==> src/core/dram_ctrl_pkg.sv <==
// Shared constants, commands and carriers for the page-mode DRAM controller
package dram_ctrl_pkg;

    localparam int CLK_PERIOD_NS = 20;

    // Minimum and maximum times in their own units (slow grade figures)
    localparam int POWERUP_WAIT_US  = 200;
    localparam int WAKEUP_CYCLES    = 8;
    localparam int REFRESH_ROWS     = 1024;
    localparam int REFRESH_PERIOD_MS = 16;
    localparam int CYCLE_TIME_NS    = 110;
    localparam int ROW_PRECHARGE_NS = 40;
    localparam int ROW_PULSE_NS     = 60;
    localparam int ROW_PULSE_MAX_NS = 100000;
    localparam int COL_PRECHARGE_NS = 10;
    localparam int COL_PULSE_NS     = 15;
    localparam int ROW_TO_COL_NS    = 20;
    localparam int ROW_ACCESS_NS    = 60;
    localparam int COL_ACCESS_NS    = 15;
    localparam int ADDR_ACCESS_NS   = 30;
    localparam int PAGE_CYCLE_NS    = 25;
    localparam int WRITE_DATA_HOLD_NS = 10;
    localparam int GATE_HOLD_AFTER_WRITE_NS = 15;
    localparam int GATE_OUTPUT_DISABLE_NS = 15;
    localparam int COLUMN_TO_WRITE_DELAY_NS = 36;
    localparam int ROW_TO_WRITE_DELAY_NS = 80;
    localparam int REFRESH_COL_SETUP_NS = 10;
    localparam int REFRESH_COLUMN_HOLD_NS = 10;

    function automatic int min_cycles(input int ns);
        int c;
        c = (ns + CLK_PERIOD_NS - 1) / CLK_PERIOD_NS;
        return (c < 1) ? 1 : c;
    endfunction

    function automatic int max_cycles(input int ns);
        int c;
        c = ns / CLK_PERIOD_NS;
        return (c < 1) ? 1 : c;
    endfunction

    localparam int POWERUP_CYC   = (POWERUP_WAIT_US * 1000 + CLK_PERIOD_NS - 1)
                                   / CLK_PERIOD_NS;
    localparam int REFRESH_INTERVAL_CYC =
        (REFRESH_PERIOD_MS * 1000000 / CLK_PERIOD_NS) / REFRESH_ROWS;
    localparam int ROW_PRECHARGE_CYC = min_cycles(ROW_PRECHARGE_NS);
    localparam int ROW_PULSE_CYC    = min_cycles(ROW_PULSE_NS);
    localparam int ROW_PULSE_MAX_CYC = max_cycles(ROW_PULSE_MAX_NS);
    localparam int COL_PRECHARGE_CYC = min_cycles(COL_PRECHARGE_NS);
    localparam int ROW_TO_COL_CYC   = min_cycles(ROW_TO_COL_NS);
    localparam int ACCESS_CYC       = min_cycles(ROW_ACCESS_NS);
    localparam int COL_LOW_CYC      = min_cycles(ADDR_ACCESS_NS);
    localparam int GATE_HOLD_CYC    = min_cycles(GATE_HOLD_AFTER_WRITE_NS);
    localparam int WRITE_DELAY_CYC  = min_cycles(COLUMN_TO_WRITE_DELAY_NS);
    localparam int REFRESH_SETUP_CYC = min_cycles(REFRESH_COL_SETUP_NS);
    localparam int REFRESH_HOLD_CYC = min_cycles(REFRESH_COLUMN_HOLD_NS);
    localparam int CYCLE_CYC        = min_cycles(CYCLE_TIME_NS);

    localparam int ROW_BITS  = 10;
    localparam int COL_BITS  = 9;
    localparam int ADDR_BITS = 19;
    localparam int DATA_BITS = 8;
    localparam int CNT_BITS  = 16;

    typedef enum logic [1:0] {
        OP_READ,
        OP_EARLY_WRITE,
        OP_LATE_WRITE,
        OP_READ_MODIFY_WRITE
    } op_e;

    typedef struct packed {
        op_e                  op;
        logic [ADDR_BITS-1:0] addr;
        logic [DATA_BITS-1:0] wdata;
    } request_s;

    typedef struct packed {
        logic                 row_strobe_n;
        logic                 col_strobe_n;
        logic                 write_strobe_n;
        logic                 out_gate_n;
        logic [ROW_BITS-1:0]  mux_address_pins;
        logic [DATA_BITS-1:0] data_out;
        logic                 data_oe;
    } dram_pins_s;

endpackage

==> src/core/dram_delay_timer.sv <==
// Down-counting delay timer used to pace strobe edges
module dram_delay_timer
    import dram_ctrl_pkg::*;
(
    input  wire logic                clk,
    input  wire logic                nrst,
    input  wire logic                load,
    input  wire logic [CNT_BITS-1:0] count,
    output logic                     done
);

    logic [CNT_BITS-1:0] remain;

    always_ff @(posedge clk or negedge nrst) begin
        if (!nrst) begin
            remain <= '0;
        end else if (load) begin
            remain <= count;
        end else if (remain != '0) begin
            remain <= remain - 16'h0001;
        end
    end

    // A load of N makes done rise N edges later; done ignores load so that
    // callers may load on done without closing a combinational loop
    assign done = (remain == '0);

endmodule

==> src/core/dram_page_ctrl.sv <==
// Controller that drives an asynchronous fast-page-mode DRAM
module dram_page_ctrl
    import dram_ctrl_pkg::*;
#(
    parameter int POWERUP_WAIT   = POWERUP_CYC,
    parameter int REFRESH_PERIOD = REFRESH_INTERVAL_CYC
)(
    input  wire logic                 clk,
    input  wire logic                 nrst,
    input  wire logic                 req_valid,
    input  wire request_s             req,
    output logic                      req_ready,
    output logic                      rsp_valid,
    output logic [DATA_BITS-1:0]      rsp_data,
    output logic                      init_done,
    output logic                      row_strobe_n,
    output logic                      col_strobe_n,
    output logic                      write_strobe_n,
    output logic                      out_gate_n,
    output logic [ROW_BITS-1:0]       mux_address_pins,
    output logic [DATA_BITS-1:0]      byte_data_bus_out,
    output logic                      byte_data_bus_oe,
    input  wire logic [DATA_BITS-1:0] byte_data_bus_in
);

    typedef enum logic [3:0] {
        ST_POWERUP,
        ST_IDLE,
        ST_REF_COL,
        ST_REF_ROW,
        ST_ROW,
        ST_COL,
        ST_WRITE_LATE,
        ST_GATE_HOLD,
        ST_CLOSE
    } state_e;

    state_e              state;
    request_s            cur;
    dram_pins_s          pins;
    logic                load;
    logic [CNT_BITS-1:0] count;
    logic                timer_done;
    logic [3:0]          wake_left;
    logic                ref_due;
    logic                ref_overdue;
    logic                ref_served;
    logic                running;
    logic [DATA_BITS-1:0] data_s1;
    logic [DATA_BITS-1:0] data_s2;
    logic                in_wake;
    logic                pwr_armed;
    logic                rd_wait;

    function automatic logic [CNT_BITS-1:0] cyc(input int n);
        return CNT_BITS'(n);
    endfunction

    dram_delay_timer u_timer (
        .clk   (clk),
        .nrst  (nrst),
        .load  (load),
        .count (count),
        .done  (timer_done)
    );

    dram_refresh_tick #(
        .INTERVAL (REFRESH_PERIOD)
    ) u_refresh (
        .clk     (clk),
        .nrst    (nrst),
        .enable  (running),
        .served  (ref_served),
        .due     (ref_due),
        .overdue (ref_overdue)
    );

    // Data pins come from the far chip, so synchronise before sampling
    always_ff @(posedge clk or negedge nrst) begin
        if (!nrst) begin
            data_s1 <= '0;
            data_s2 <= '0;
        end else begin
            data_s1 <= byte_data_bus_in;
            data_s2 <= data_s1;
        end
    end

    assign ref_served = (state == ST_REF_COL) && timer_done && running;
    assign in_wake    = wake_left != 4'h0;

    // Timer loads are issued on every state change except ST_CLOSE to ST_IDLE, with the next delay
    always_comb begin
        load  = 1'b0;
        count = '0;
        case (state)
            ST_POWERUP: begin
                load  = !pwr_armed || timer_done;
                count = pwr_armed ? cyc(REFRESH_SETUP_CYC)
                                  : cyc(POWERUP_WAIT);
            end
            ST_IDLE: begin
                load  = ref_due || !running || in_wake || req_valid;
                count = (ref_due || !running || in_wake)
                        ? cyc(REFRESH_SETUP_CYC) : cyc(ROW_TO_COL_CYC);
            end
            ST_REF_COL: begin
                load  = timer_done;
                count = cyc(ROW_PULSE_CYC);
            end
            ST_REF_ROW: begin
                load  = timer_done;
                count = cyc(ROW_PRECHARGE_CYC);
            end
            ST_ROW: begin
                load  = timer_done;
                count = cyc(COL_LOW_CYC);
            end
            ST_COL: begin
                load  = timer_done;
                count = (cur.op == OP_READ || cur.op == OP_EARLY_WRITE)
                        ? cyc(ROW_PRECHARGE_CYC) : cyc(WRITE_DELAY_CYC);
            end
            ST_WRITE_LATE: begin
                load  = timer_done;
                count = cyc(GATE_HOLD_CYC);
            end
            ST_GATE_HOLD: begin
                load  = timer_done;
                count = cyc(ROW_PRECHARGE_CYC);
            end
            default: begin
                load  = 1'b0;
                count = '0;
            end
        endcase
    end

    // Power-up pause, then wake-up refreshes before any access
    always_ff @(posedge clk or negedge nrst) begin
        if (!nrst) begin
            running   <= 1'b0;
            wake_left <= 4'h0;
            pwr_armed <= 1'b0;
        end else if (!pwr_armed) begin
            pwr_armed <= 1'b1;
        end else if (state == ST_POWERUP && timer_done && !running) begin
            running   <= 1'b1;
            wake_left <= 4'(WAKEUP_CYCLES);
        end else if (ref_overdue && state == ST_IDLE) begin
            wake_left <= 4'(WAKEUP_CYCLES);
        end else if (state == ST_CLOSE && wake_left != 4'h0 && timer_done
                     && cur.op == OP_READ && pins.col_strobe_n) begin
            wake_left <= wake_left - 4'h1;
        end
    end

    always_ff @(posedge clk or negedge nrst) begin
        if (!nrst) begin
            state <= ST_POWERUP;
        end else begin
            case (state)
                ST_POWERUP: begin
                    if (timer_done && running) begin
                        state <= ST_REF_COL;
                    end
                end
                ST_IDLE: begin
                    if (ref_due || !running || in_wake) begin
                        state <= ST_REF_COL;
                    end else if (req_valid) begin
                        state <= ST_ROW;
                    end
                end
                ST_REF_COL: if (timer_done) state <= ST_REF_ROW;
                ST_REF_ROW: if (timer_done) state <= ST_CLOSE;
                ST_ROW:     if (timer_done) state <= ST_COL;
                ST_COL: begin
                    if (timer_done) begin
                        state <= (cur.op == OP_READ
                                  || cur.op == OP_EARLY_WRITE)
                                 ? ST_CLOSE : ST_WRITE_LATE;
                    end
                end
                ST_WRITE_LATE: if (timer_done) state <= ST_GATE_HOLD;
                ST_GATE_HOLD:  if (timer_done) state <= ST_CLOSE;
                ST_CLOSE: begin
                    // Precharge keeps both strobes high; spacing holds
                    if (timer_done) state <= ST_IDLE;
                end
                default: state <= ST_IDLE;
            endcase
        end
    end

    // Wake-up count drops once per refresh cycle closed
    always_ff @(posedge clk or negedge nrst) begin
        if (!nrst) begin
            cur <= '0;
        end else if (state == ST_IDLE && req_valid && !ref_due && running
                     && !in_wake) begin
            cur <= req;
        end else if (state == ST_REF_COL) begin
            cur.op <= OP_READ;
        end
    end

    // Pin drive per state; only column-first refresh is used
    always_ff @(posedge clk or negedge nrst) begin
        if (!nrst) begin
            pins.row_strobe_n     <= 1'b1;
            pins.col_strobe_n     <= 1'b1;
            pins.write_strobe_n   <= 1'b1;
            pins.out_gate_n       <= 1'b1;
            pins.mux_address_pins <= '0;
            pins.data_out         <= '0;
            pins.data_oe          <= 1'b0;
        end else begin
            case (state)
                ST_REF_COL: begin
                    pins.col_strobe_n   <= 1'b0;
                    pins.write_strobe_n <= 1'b1;
                    pins.out_gate_n     <= 1'b1;
                    if (timer_done) pins.row_strobe_n <= 1'b0;
                end
                ST_REF_ROW: if (timer_done) begin
                    pins.row_strobe_n <= 1'b1;
                    pins.col_strobe_n <= 1'b1;
                end
                ST_IDLE: begin
                    if (!(ref_due || !running || in_wake) && req_valid) begin
                        pins.mux_address_pins <=
                            req.addr[ADDR_BITS-1 -: ROW_BITS];
                        pins.row_strobe_n <= 1'b0;
                        pins.write_strobe_n <=
                            !(req.op == OP_EARLY_WRITE);
                        pins.data_out <= req.wdata;
                        pins.data_oe  <= req.op == OP_EARLY_WRITE;
                    end
                end
                ST_ROW: if (timer_done) begin
                    pins.mux_address_pins <=
                        {1'b0, cur.addr[COL_BITS-1:0]};
                    pins.col_strobe_n <= 1'b0;
                    // Gate stays high for late writes to keep bus free
                    pins.out_gate_n <= cur.op == OP_EARLY_WRITE
                                       || cur.op == OP_LATE_WRITE;
                end
                ST_COL: if (timer_done) begin
                    if (cur.op == OP_READ || cur.op == OP_EARLY_WRITE) begin
                        pins.row_strobe_n   <= 1'b1;
                        pins.col_strobe_n   <= 1'b1;
                        pins.out_gate_n     <= 1'b1;
                        pins.write_strobe_n <= 1'b1;
                    end else begin
                        pins.out_gate_n     <= 1'b1;
                    end
                end
                ST_WRITE_LATE: if (timer_done) begin
                    pins.data_out       <= cur.wdata;
                    pins.data_oe        <= 1'b1;
                    pins.write_strobe_n <= 1'b0;
                end
                ST_GATE_HOLD: if (timer_done) begin
                    pins.row_strobe_n   <= 1'b1;
                    pins.col_strobe_n   <= 1'b1;
                    pins.write_strobe_n <= 1'b1;
                end
                ST_CLOSE: begin
                    pins.data_oe <= 1'b0;
                end
                default: begin
                    pins.row_strobe_n <= 1'b1;
                    pins.col_strobe_n <= 1'b1;
                end
            endcase
        end
    end

    // Read data leaves the synchroniser one edge after the ST_COL delay ends (column end on reads, gate rise on read-modify-write)
    always_ff @(posedge clk or negedge nrst) begin
        if (!nrst) begin
            rsp_valid <= 1'b0;
            rsp_data  <= '0;
            req_ready <= 1'b0;
            init_done <= 1'b0;
            rd_wait   <= 1'b0;
        end else begin
            rsp_valid <= 1'b0;
            req_ready <= state == ST_IDLE && req_valid && !ref_due
                         && running && !in_wake && !req_ready;
            init_done <= running && !in_wake;
            rd_wait   <= state == ST_COL && timer_done
                         && (cur.op == OP_READ
                             || cur.op == OP_READ_MODIFY_WRITE);
            if (rd_wait) begin
                rsp_valid <= 1'b1;
                rsp_data  <= data_s2;
            end
        end
    end

    assign row_strobe_n      = pins.row_strobe_n;
    assign col_strobe_n      = pins.col_strobe_n;
    assign write_strobe_n    = pins.write_strobe_n;
    assign out_gate_n        = pins.out_gate_n;
    assign mux_address_pins  = pins.mux_address_pins;
    assign byte_data_bus_out = pins.data_out;
    assign byte_data_bus_oe  = pins.data_oe;

endmodule

==> src/core/dram_refresh_tick.sv <==
// Refresh pacing: one request per row interval, sticky until served
module dram_refresh_tick
    import dram_ctrl_pkg::*;
#(
    parameter int INTERVAL = REFRESH_INTERVAL_CYC
)(
    input  wire logic clk,
    input  wire logic nrst,
    input  wire logic enable,
    input  wire logic served,
    output logic      due,
    output logic      overdue
);

    logic [CNT_BITS-1:0] ticks;
    logic                tick;

    assign tick = enable && (ticks == CNT_BITS'(INTERVAL - 1));

    always_ff @(posedge clk or negedge nrst) begin
        if (!nrst) begin
            ticks <= '0;
        end else if (!enable || tick) begin
            ticks <= '0;
        end else begin
            ticks <= ticks + 16'h0001;
        end
    end

    // New tick wins over the serve of the previous one
    always_ff @(posedge clk or negedge nrst) begin
        if (!nrst) begin
            due     <= 1'b0;
            overdue <= 1'b0;
        end else begin
            if (tick) begin
                due <= 1'b1;
            end else if (served) begin
                due <= 1'b0;
            end
            // A second tick while one is pending means a row slipped
            if (tick && due && !served) begin
                overdue <= 1'b1;
            end else if (!enable || served) begin
                overdue <= 1'b0;
            end
        end
    end

endmodule

==> config.mk <==
export PLATFORM = sky130hd
export DESIGN_NAME = dram_page_ctrl
export DESIGN_NICKNAME = d
export VERILOG_FILES = /design/src/core/dram_ctrl_pkg.sv /design/src/core/dram_delay_timer.sv /design/src/core/dram_page_ctrl.sv /design/src/core/dram_refresh_tick.sv
export SDC_FILE = /design/constraint.sdc
export NUM_CORES = 1
export LEC_CHECK = 0
export BUFFER_PORTS_ARGS = -buffer_cell sky130_fd_sc_hd__clkbuf_2
export CELL_PAD_IN_SITES_DETAIL_PLACEMENT = 0
export CELL_PAD_IN_SITES_GLOBAL_PLACEMENT = 1
export CORE_ASPECT_RATIO = 1.1
export CORE_UTILIZATION = 45
export CTS_CLUSTER_SIZE = 24
export DETAILED_ROUTE_END_ITERATION = 6
export GPL_ROUTABILITY_DRIVEN = 0
export PLACE_DENSITY_LB_ADDON = 0.2
export SYNTH_ARGS = -nofsm -noshare
export SYNTH_HDL_FRONTEND = slang
export SYNTH_HIERARCHICAL = 1
export SYNTH_SLANG_ARGS = --single-unit
==> constraint.sdc <==
create_clock -name clk -period 3.5 [get_ports clk]
set_clock_uncertainty 0.1 [all_clocks]
set_input_delay 0.525 -clock clk [delete_from_list [all_inputs] [get_ports clk]]
set_output_delay 0.525 -clock clk [all_outputs]
set_load 0.05 [all_outputs]
==> Word-level counts from Yosys, hierarchy flattened <==
Cells that the tools add are included.
{ "op_classes": {"addsub": 3, "eq_ne": 25, "mux": 44, "bitwise": 2, "reduce_logical": 70} }
{ "op_table": {"columns": ["operator", "count"], "rows": [
  ["$mux 4", 14],
  ["$pmux 14 s4", 1],
  ["$mux 16", 3],
  ["$pmux 4 s8", 1],
  ["$logic_and 1x1->1", 22],
  ["$pmux 10 s2", 1],
  ["$mux 19", 1],
  ["$ne 2x2->1 const B", 9],
  ["$add 16x1->16 const B", 1],
  ["$eq 16x10->1 const B", 1],
  ["$eq 4x3->1 const B", 4],
  ["$logic_not 16->1", 1],
  ["$pmux 8 s2", 1],
  ["$reduce_bool 16->1", 1],
  ["$sub 16x1->16 const B", 1],
  ["$mux 14", 1],
  ["$pmux 1 s6", 2],
  ["$reduce_and 3->1", 4],
  ["$reduce_and 6->1", 2],
  ["$reduce_bool 2->1", 6],
  ["$mux 11", 1],
  ["$logic_or 1x1->1", 9],
  ["$mux 9", 1],
  ["$pmux 1 s3", 3],
  ["26 further kinds", 53]
]} }
{ "totals": {"reg_bits": 114, "input_bits": 40, "out_inout_bits": 34, "word_cells": 169} }

==> Logic depth before layout (Yosys ltp) <==
Gate-level depths: netlist of the first run.
{ "logic_depth": {"ltp_word": 8, "ltp_mapped": 13, "depth_no_buf": 9} }

==> Cells and area by module <==
Netlist of the first run, hierarchy kept.
{ "by_module_without_submodules": {"columns": ["mod", "n_inst", "cells_per_inst", "area_per_inst_um2", "seq_area_each_um2"], "rows": [
  ["dram_page_ctrl", 1, 327, 3644.7, 2006.9],
  ["dram_delay_timer", 1, 104, 1006.0, 400.4],
  ["dram_refresh_tick", 1, 94, 925.9, 450.4]
]} }

==> Least setup slack after synthesis of the first run <==
OpenSTA, ideal clock, no wires.
{ "synth_path": {"kind": "flip-flop to flip-flop", "startpoint": "register u_timer.remain[0]", "endpoint": "register u_timer.remain[6]", "setup_ns": 0.142, "arrival_time_ns": 2.843, "path_slack_ns": 0.415, "path_stages_with_launch": 13, "n_path_buf": 4, "period_less_slack_ns": 3.085, "path_cell_list": "dfrtp_1 -> inv_1 -> ha_1 -> nor3b_4 -> nand3_2 -> nor2_1 -> clkbuf_1 -> clkbuf_1 -> o22ai_1 -> a21oi_1 -> clkbuf_1 -> clkbuf_1 -> o221ai_1"} }
{ "synth_via": {"elab_chain_len": 4, "elab_cells_between_ends": 8} }
{ "synth_rtl": {"columns": ["element", "line_no", "text"], "rows": [
  ["from (decl)", "dram_delay_timer.sv:12", "logic [CNT_BITS-1:0] remain;"],
  ["from (signal assigned)", "dram_delay_timer.sv:18", "remain <= count;"],
  ["from (signal assigned)", "dram_delay_timer.sv:20", "remain <= remain - 16'h0001;"],
  ["$logic_not 16->1 *", "dram_delay_timer.sv:26", "assign done = (remain == '0);"],
  ["net timer_done", "dram_page_ctrl.sv:43", "logic timer_done;"],
  ["$logic_or 1x1->1", "dram_page_ctrl.sv:98", "load = !pwr_armed || timer_done;"],
  ["$pmux 1 s3 *", "dram_page_ctrl.sv:96", "case (state)"],
  ["net load", "dram_page_ctrl.sv:41", "logic load;"],
  ["$mux 16 / $reduce_bool 2->1 (equally long branches)", null, null]
]} }
The timed path passes the listed nets; every way through them passes the cells marked *. The select of a mux whose other input is x is not followed.
A chain may end at the register's enable or synchronous reset.

==> Worst setup path in the final report of the first run <==
{ "layout_path": {"startpoint": "register u_timer.remain[0]", "endpoint": "register state[0]"} }
{ "layout_via": {"elab_chain_len": 4, "elab_cells_between_ends": 10} }
{ "layout_rtl": {"columns": ["element", "line_no", "text"], "rows": [
  ["$logic_not 16->1 *", "dram_delay_timer.sv:26", null],
  ["net timer_done", "dram_page_ctrl.sv:43", null],
  ["$logic_and 1x1->1", "dram_page_ctrl.sv:164", "if (timer_done && running) begin"],
  ["$ne 2x1->1 (no line)", null, null],
  ["$reduce_and 8->1 (no line) *", null, null],
  ["to (signal assigned)", "dram_page_ctrl.sv:180", "state <= (cur.op == OP_READ"],
  ["to (decl)", "dram_page_ctrl.sv:38", "state_e state;"]
]} }
The timed path passes the listed nets; every way through them passes the cells marked *.

==> results of run 1 <==
-- kinds of logic after synthesis --
logic type | share of synthesized area, %
multiplexers | 5.88
flip-flops | 51.2
AO/OA/AOI/OAI | 10.2
other | 0.135
adder cells (fa/ha/maj) | 1.35
AND/OR/NAND/NOR | 23.7
XOR/XNOR | 3.14
buffers and inverters | 4.35
-- layout by cell type (no fill, tap or decap), types with 14 or more instances in the layout --
| cell | instances |
|---|---|
| dfrtp_1 | 110 |
| nor3_1 | 20 |
| nand3_1 | 14 |
| nand2_1 | 72 |
| nor2_1 | 38 |
| inv_1 | 20 |
| clkbuf_2 | 72 |
| xnor2_1 | 18 |
| clkbuf_16 | 17 |
| mux2_2 | 25 |
-- stage by stage --
step / area (µm²) / hold slack [ns]
global route: 6720 / 0.0463
detailed placement: 6080 / 0.237
finish: 6720 / 0.00521
floorplan: 5610 / 0.129
global placement: 6080 / 0.232
CTS: 6720 / 0.0205
-- worst paths after layout --
check / start / end / slack [ns] / depth (start not counted)
max: u_timer/remain[0] / state[0] / 0.59 / 10
min: nrst / state[3] / 0.005 / 1
max reg2reg: u_timer/remain[0] / state[0] / 0.59 / 10
min reg2reg: data_s1[6] / data_s2[6] / 0.25 / 0
max in group asynchronous: nrst / write_strobe_n / 2.58 / 2
min in group clk: byte_data_bus_in[4] / data_s1[4] / 0.12 / 1
-- sequential cells by signal (all words and copies together), names as in the netlist, 4 cells and up --
| signal | count |
|---|---|
| rsp_data | 8 |
| cur | 19 |
| byte_data_bus_out | 8 |
| u_timer/remain | 16 |
| u_refresh/ticks | 16 |
| state | 4 |
| mux_address_pins | 10 |
| wake_left | 4 |
| data_s2 | 8 |
| data_s1 | 8 |
-- power breakdown --
group          internal [W]  switching, W  total [W]  leakage (nW)
clock               0.00123      0.000613    0.00185         0.300
combinational      0.000605      0.000862    0.00147          1.27
sequential          0.00153      0.000231    0.00176          1.48
-- layer usage --
| metal | vias up | track usage (%) | wire, µm |
|---|---|---|---|
| li1 | 2012 | - | - |
| met1 | 2046 | 27.6 | 5480 |
| met2 | 81 | 31.1 | 5810 |
| met3 | 10 | 5.24 | 517 |
| met4 | 0 | 9.76 | 123 |
| met5 | - | 0 | 0 |
-- worst register-to-register path, stage by stage (launching register included) --
cell      delay (ns)
dfrtp_1         0.41
inv_1           0.09
ha_1            0.18
nor3b_4         0.40
nand3_2         0.20
nor2_1          0.14
buf_4           0.23
o21bai_1        0.14
a21oi_1         0.13
or3_4           0.43
mux2_1          0.33
-- final cells by class --
type | count | area (µm²)
Fill cell | 1058 | 5310
Sequential cell | 114 | 2860
Multi-Input combinational cell | 372 | 2510
Clock buffer | 21 | 460
Timing Repair Buffer | 82 | 448
Tap cell | 154 | 193
Clock inverter | 11 | 178
Inverter | 20 | 75.1
==> impl_metrics.py, run 1 <==
metrics = {
    "run_status": {
        "status": "complete, no violations",
    },
    "clock_network": {
        "cts_made_buffers": 17,
        "clk_root_buffer_cell": "clkbuf_16",
        "post_cts_buffers": 0,
        "cts_sinks": 114,
        "holdBufCountCts": 0,
        "clk_latency_ns": 0.41,
        "clkTransAtPathRegs_ns": 0.05,
        "cts-resized-gates": 0,
        "tritoncts": "done",
        "htreeDepth": 4,
        "ctsLongestPathBuffers": 2,
    },
    "finish": {
        "finalNonFillerCells": 774,
        "n_antenna_cell": 0,
        "final_nets": 653,
        "drive_above_1_share_pct": 28.1,
        "fin_util_pct": 55.9,
        "area_delta_synth_final_pct": 20.5,
    },
    "synth": {
        "syn_inst": 525,
        "synth_edf_count": 0,
        "synth_top_area_cell": "dfrtp_1",
        "yosysTopAreaCellShare_pct": 49.4,
        "ys_ff_latch": 114,
        "ys_seq_area_share_pct": 51.2,
        "synthArstFlopShare_pct": 100,
        "synth_area_um2": 5580,
        "synth_common_cells": "dfrtp_1, nand2_1, nor2_1",
        "synth_area_leaders": "dfrtp_1, mux2_2, nand2_1, xnor2_1, nor2_1",
        "yosysWarnings": 6,
        "avgSynthCellArea_um2": 10.6,
        "yosysUniqueCellTypes": 74,
        "synth_ff_type": "dfrtp_1",
        "yosysMostFrequentCell": "dfrtp_1",
    },
    "pwr": {
        "ir_worst_vdd_mv": 0.476,
        "finalPower_w": 0.00507,
        "p_leak_nw": 3.05,
        "p_per_area_nw_per_um2": 755,
    },
    "timing": {
        "finalHoldViolCount": 0,
        "worst_slack_ns": 0.592,
        "finalCritPeriodShare_pct": 83.1,
        "tightestPinTransition_ns": 0.963,
        "fmax_mhz": 344,
        "worst_slew_margin_rel_pct": 35.2,
        "rsz0062_at_grt": "false",
        "maxSlewViolCount": 0,
        "tns_ns": 0,
        "setup_viol": 0,
        "min_period_ns": 2.91,
    },
    "setup_path": {
        "cp-start-kind": "flop",
        "critical-path-top-delay-family": "simple AND/OR/NAND/NOR gates",
        "path_cells": "inv_1 -> ha_1 -> nor3b_4 -> nand3_2 -> nor2_1 -> buf_4 -> o21bai_1 -> a21oi_1 -> or3_4 -> mux2_1",
        "crit_buf_inv": 2,
        "cp_max_fo": 17,
        "cp_slowest_stage_delay_ns": 0.43,
        "arrival_ns": 3.09,
        "crit_type": "reg -> reg",
        "cpMaxStageDelayCell": "or3_4",
        "endpoint_kind": "flop",
        "required_ns": 3.69,
    },
    "route": {
        "drt_wl_total_mm": 11.9,
        "drt-pass1-iter-count": 4,
        "wl_per_cell_um": 15.4,
        "num_vias": 4149,
        "drt_first_iter_violations": 216,
        "drc_errors": 0,
        "drtAntennaViolNets": 0,
        "via_per_inst": 5.36,
    },
    "global_route": {
        "antenna_found_initial": 0,
        "overflow": 0,
        "grt_pass1_vias": 4142,
        "grt_pass1_wl_mm": 20.3,
        "grt_usage_pct": 20.7,
        "grt_max_degree": 59,
    },
    "placed_design": {
        "port_buffers": 73,
        "dp_slack_ns": 0.599,
        "dp_hpwl_mm": 8.03,
        "placed_cells": 742,
    },
    "floorplanning": {
        "die_h_um": 119,
        "coreArea_um2": 12000,
        "initial_core_util_pct": 46.3,
        "rows": 42,
        "pin_count": 74,
        "die_w_um": 108,
        "die_area_um2": 12800,
    },
    "worst_hold_path": {
        "hp-class": "in -> async",
    },
    "flow_run": {
        "drv_cap": 0,
    },
}
No activity file was read; power rests on OpenSTA's default activity.
==> inputs of run 2 (changes only) <==
--- a/config.mk
+++ b/config.mk
@@ -9,7 +9,7 @@
 export CELL_PAD_IN_SITES_DETAIL_PLACEMENT = 0
 export CELL_PAD_IN_SITES_GLOBAL_PLACEMENT = 1
 export CORE_ASPECT_RATIO = 1.1
-export CORE_UTILIZATION = 45
+export CORE_UTILIZATION = 41
 export CTS_CLUSTER_SIZE = 24
 export DETAILED_ROUTE_END_ITERATION = 6
 export GPL_ROUTABILITY_DRIVEN = 0
==> constraint.sdc (replaced) <==
create_clock -name clk -period 2.6 [get_ports clk]
set_clock_uncertainty 0.1 [all_clocks]
set_input_delay 0.39 -clock clk [delete_from_list [all_inputs] [get_ports clk]]
set_output_delay 0.39 -clock clk [all_outputs]
set_load 0.05 [all_outputs]
==> impl_metrics.py, run 2 (same netlist as run 1, synthesis figures left out) <==
metrics = {
    "clock_network": {
        "cts_sinks": 114,
        "clkTransAtPathRegs_ns": 0.05,
        "ctsLongestPathBuffers": 2,
        "clk_latency_ns": 0.41,
        "cts_made_buffers": 17,
        "tritoncts": "done",
        "clk_root_buffer_cell": "clkbuf_16",
        "post_cts_buffers": 0,
        "htreeDepth": 4,
    },
    "timing": {
        "tightestPinTransition_ns": 0.755,
        "maxSlewViolCount": 0,
        "finalHoldViolCount": 0,
        "worst_slew_margin_rel_pct": 49.2,
        "min_period_ns": 2.46,
        "whs_ns": 0.0693,
        "fmax_mhz": 406,
        "worst_slack_ns": 0.138,
        "setup_viol": 0,
        "finalCritPeriodShare_pct": 94.7,
    },
    "pwr": {
        "p_clk_share_pct": 32.6,
        "switchingPower_w": 0.00234,
        "p_per_area_nw_per_um2": 980,
        "power_frac_seq_pct": 35.1,
        "finalPower_w": 0.00675,
        "power_switching_share_pct": 34.7,
        "cell_internal_pwr_w": 0.00441,
        "p_leak_nw": 3.14,
        "ir_worst_vdd_mv": 0.473,
        "power_frac_comb_pct": 32.3,
    },
    "placed_design": {
        "dp_slack_ns": 0.146,
        "placed_cells": 764,
        "port_buffers": 73,
        "dp_hpwl_mm": 8.77,
    },
    "global_route": {
        "antenna_found_initial": 0,
        "grt_pass1_vias": 4476,
        "grt_max_degree": 48,
        "overflow": 0,
        "grt_pass1_wl_mm": 22.0,
        "grt_usage_pct": 19.9,
    },
    "run_status": {
        "status": "complete, no violations",
    },
    "finish": {
        "largest-register": "cur",
        "fin_util_pct": 52.1,
        "reg_top3": "cur: 19 flops, u_refresh/ticks: 16 flops, u_timer/remain: 16 flops",
        "largest_reg_flops": 19,
        "final_nets": 677,
        "area_delta_synth_final_pct": 23.4,
        "final_cell_mix": "dfrtp_1, nand2_1, clkbuf_2",
        "nFillCells": 1224,
        "final_common_cell": "dfrtp_1",
        "n_antenna_cell": 0,
        "drive_above_1_share_pct": 29.7,
        "finalNonFillerCells": 804,
    },
    "setup_path": {
        "cpMaxStageDelayCell": "dfrtp_1",
        "cp_max_fo": 8,
        "cp-start-kind": "flop",
        "arrival_ns": 2.65,
        "required_ns": 2.78,
        "crit_type": "reg -> reg",
        "endpoint_kind": "flop",
        "path_cells": "inv_1 -> ha_2 -> nor3b_4 -> nand3_2 -> nor2_1 -> buf_4 -> o21bai_1 -> a21oi_2 -> or3_4 -> mux2_1",
        "critical-path-top-delay-family": "simple AND/OR/NAND/NOR gates",
        "cp_slowest_stage_delay_ns": 0.41,
        "crit_buf_inv": 2,
    },
    "route": {
        "drtAntennaViolNets": 0,
        "drc_errors": 0,
        "drt_wl_total_mm": 12.7,
        "wl_per_cell_um": 15.8,
        "drt_first_iter_violations": 273,
        "via_per_inst": 5.28,
        "num_vias": 4242,
        "drt-pass1-iter-count": 4,
    },
    "floorplanning": {
        "coreArea_um2": 13200,
        "die_w_um": 113,
        "rows": 44,
        "initial_core_util_pct": 42.2,
        "pin_count": 74,
        "die_h_um": 124,
        "die_area_um2": 14100,
    },
    "worst_hold_path": {
        "hp-class": "in -> reg",
    },
    "flow_run": {
        "drv_cap": 0,
    },
}
-- run 2: routing by layer --
layer | routed length [µm] | vias to the layer above | global-route usage, %
met4 | 335 | 0 | 9.67
met5 | 0 | - | 0
met1 | 5550 | 2066 | 23.9
met3 | 509 | 30 | 5.60
li1 | - | 2053 | -
met2 | 6330 | 93 | 32.6
-- run 2: final timing paths --
kind,startpoint,endpoint,slack (ns),cells after the start
setup / recovery,u_timer/remain[0],state[0],0.14,10
hold / removal,req[12],cur[12],0.07,3
setup reg to reg,u_timer/remain[0],state[0],0.14,10
hold reg to reg,data_s1[5],data_s2[5],0.24,0
max in group asynchronous,nrst,pwr_armed,1.20,3
min in group asynchronous,nrst,u_timer/remain[3],0.39,2
-- run 2: what timing repair did --
action	in CTS	in global routing
endpoints found under the hold margin	41	0
hold buffers	9	0
setup endpoints to repair	0	11
gates resized for setup	0	4
-- run 2: stage by stage --
| stage | area, µm² | setup TNS [ns] |
|---|---|---|
| after floorplan | 5630 | 0 |
| after global placement | 6220 | 0 |
| after detailed placement | 6220 | 0 |
| after CTS | 6870 | 0 |
| after global routing | 6880 | -0.00683 |
| final | 6880 | 0 |
-- run 2: power groups by stage --
| stage | clock, W | sequential (W) | combinational [W] |
|---|---|---|---|
| finish | 0.00220 | 0.00237 | 0.00218 |
| global route | 0.00234 | 0.00241 | 0.00238 |
| CTS | 0.00226 | 0.00237 | 0.00216 |
| detailed placement | 0 | 0.00239 | 0.00214 |
| global placement | 0 | 0.00239 | 0.00210 |
| floorplan | 0 | 0.00261 | 0.00135 |
-- run 2: layout make-up --
class | count | area, µm² | area share, %
clock buffers | 22 | 484 | 7.04
clock inverters | 9 | 81.3 | 1.18
inverters | 20 | 75.1 | 1.09
multi-input cells | 372 | 2520 | 36.6
flip-flops and latches | 114 | 2860 | 41.5
well taps | 161 | 201 | 2.93
repair buffers | 106 | 667 | 9.69
-- run 2: tightest hold or removal path, cell delays in order --
cell,delay (ns)
clkbuf_2,0.07
nand2_1,0.04
nand2_1,0.04
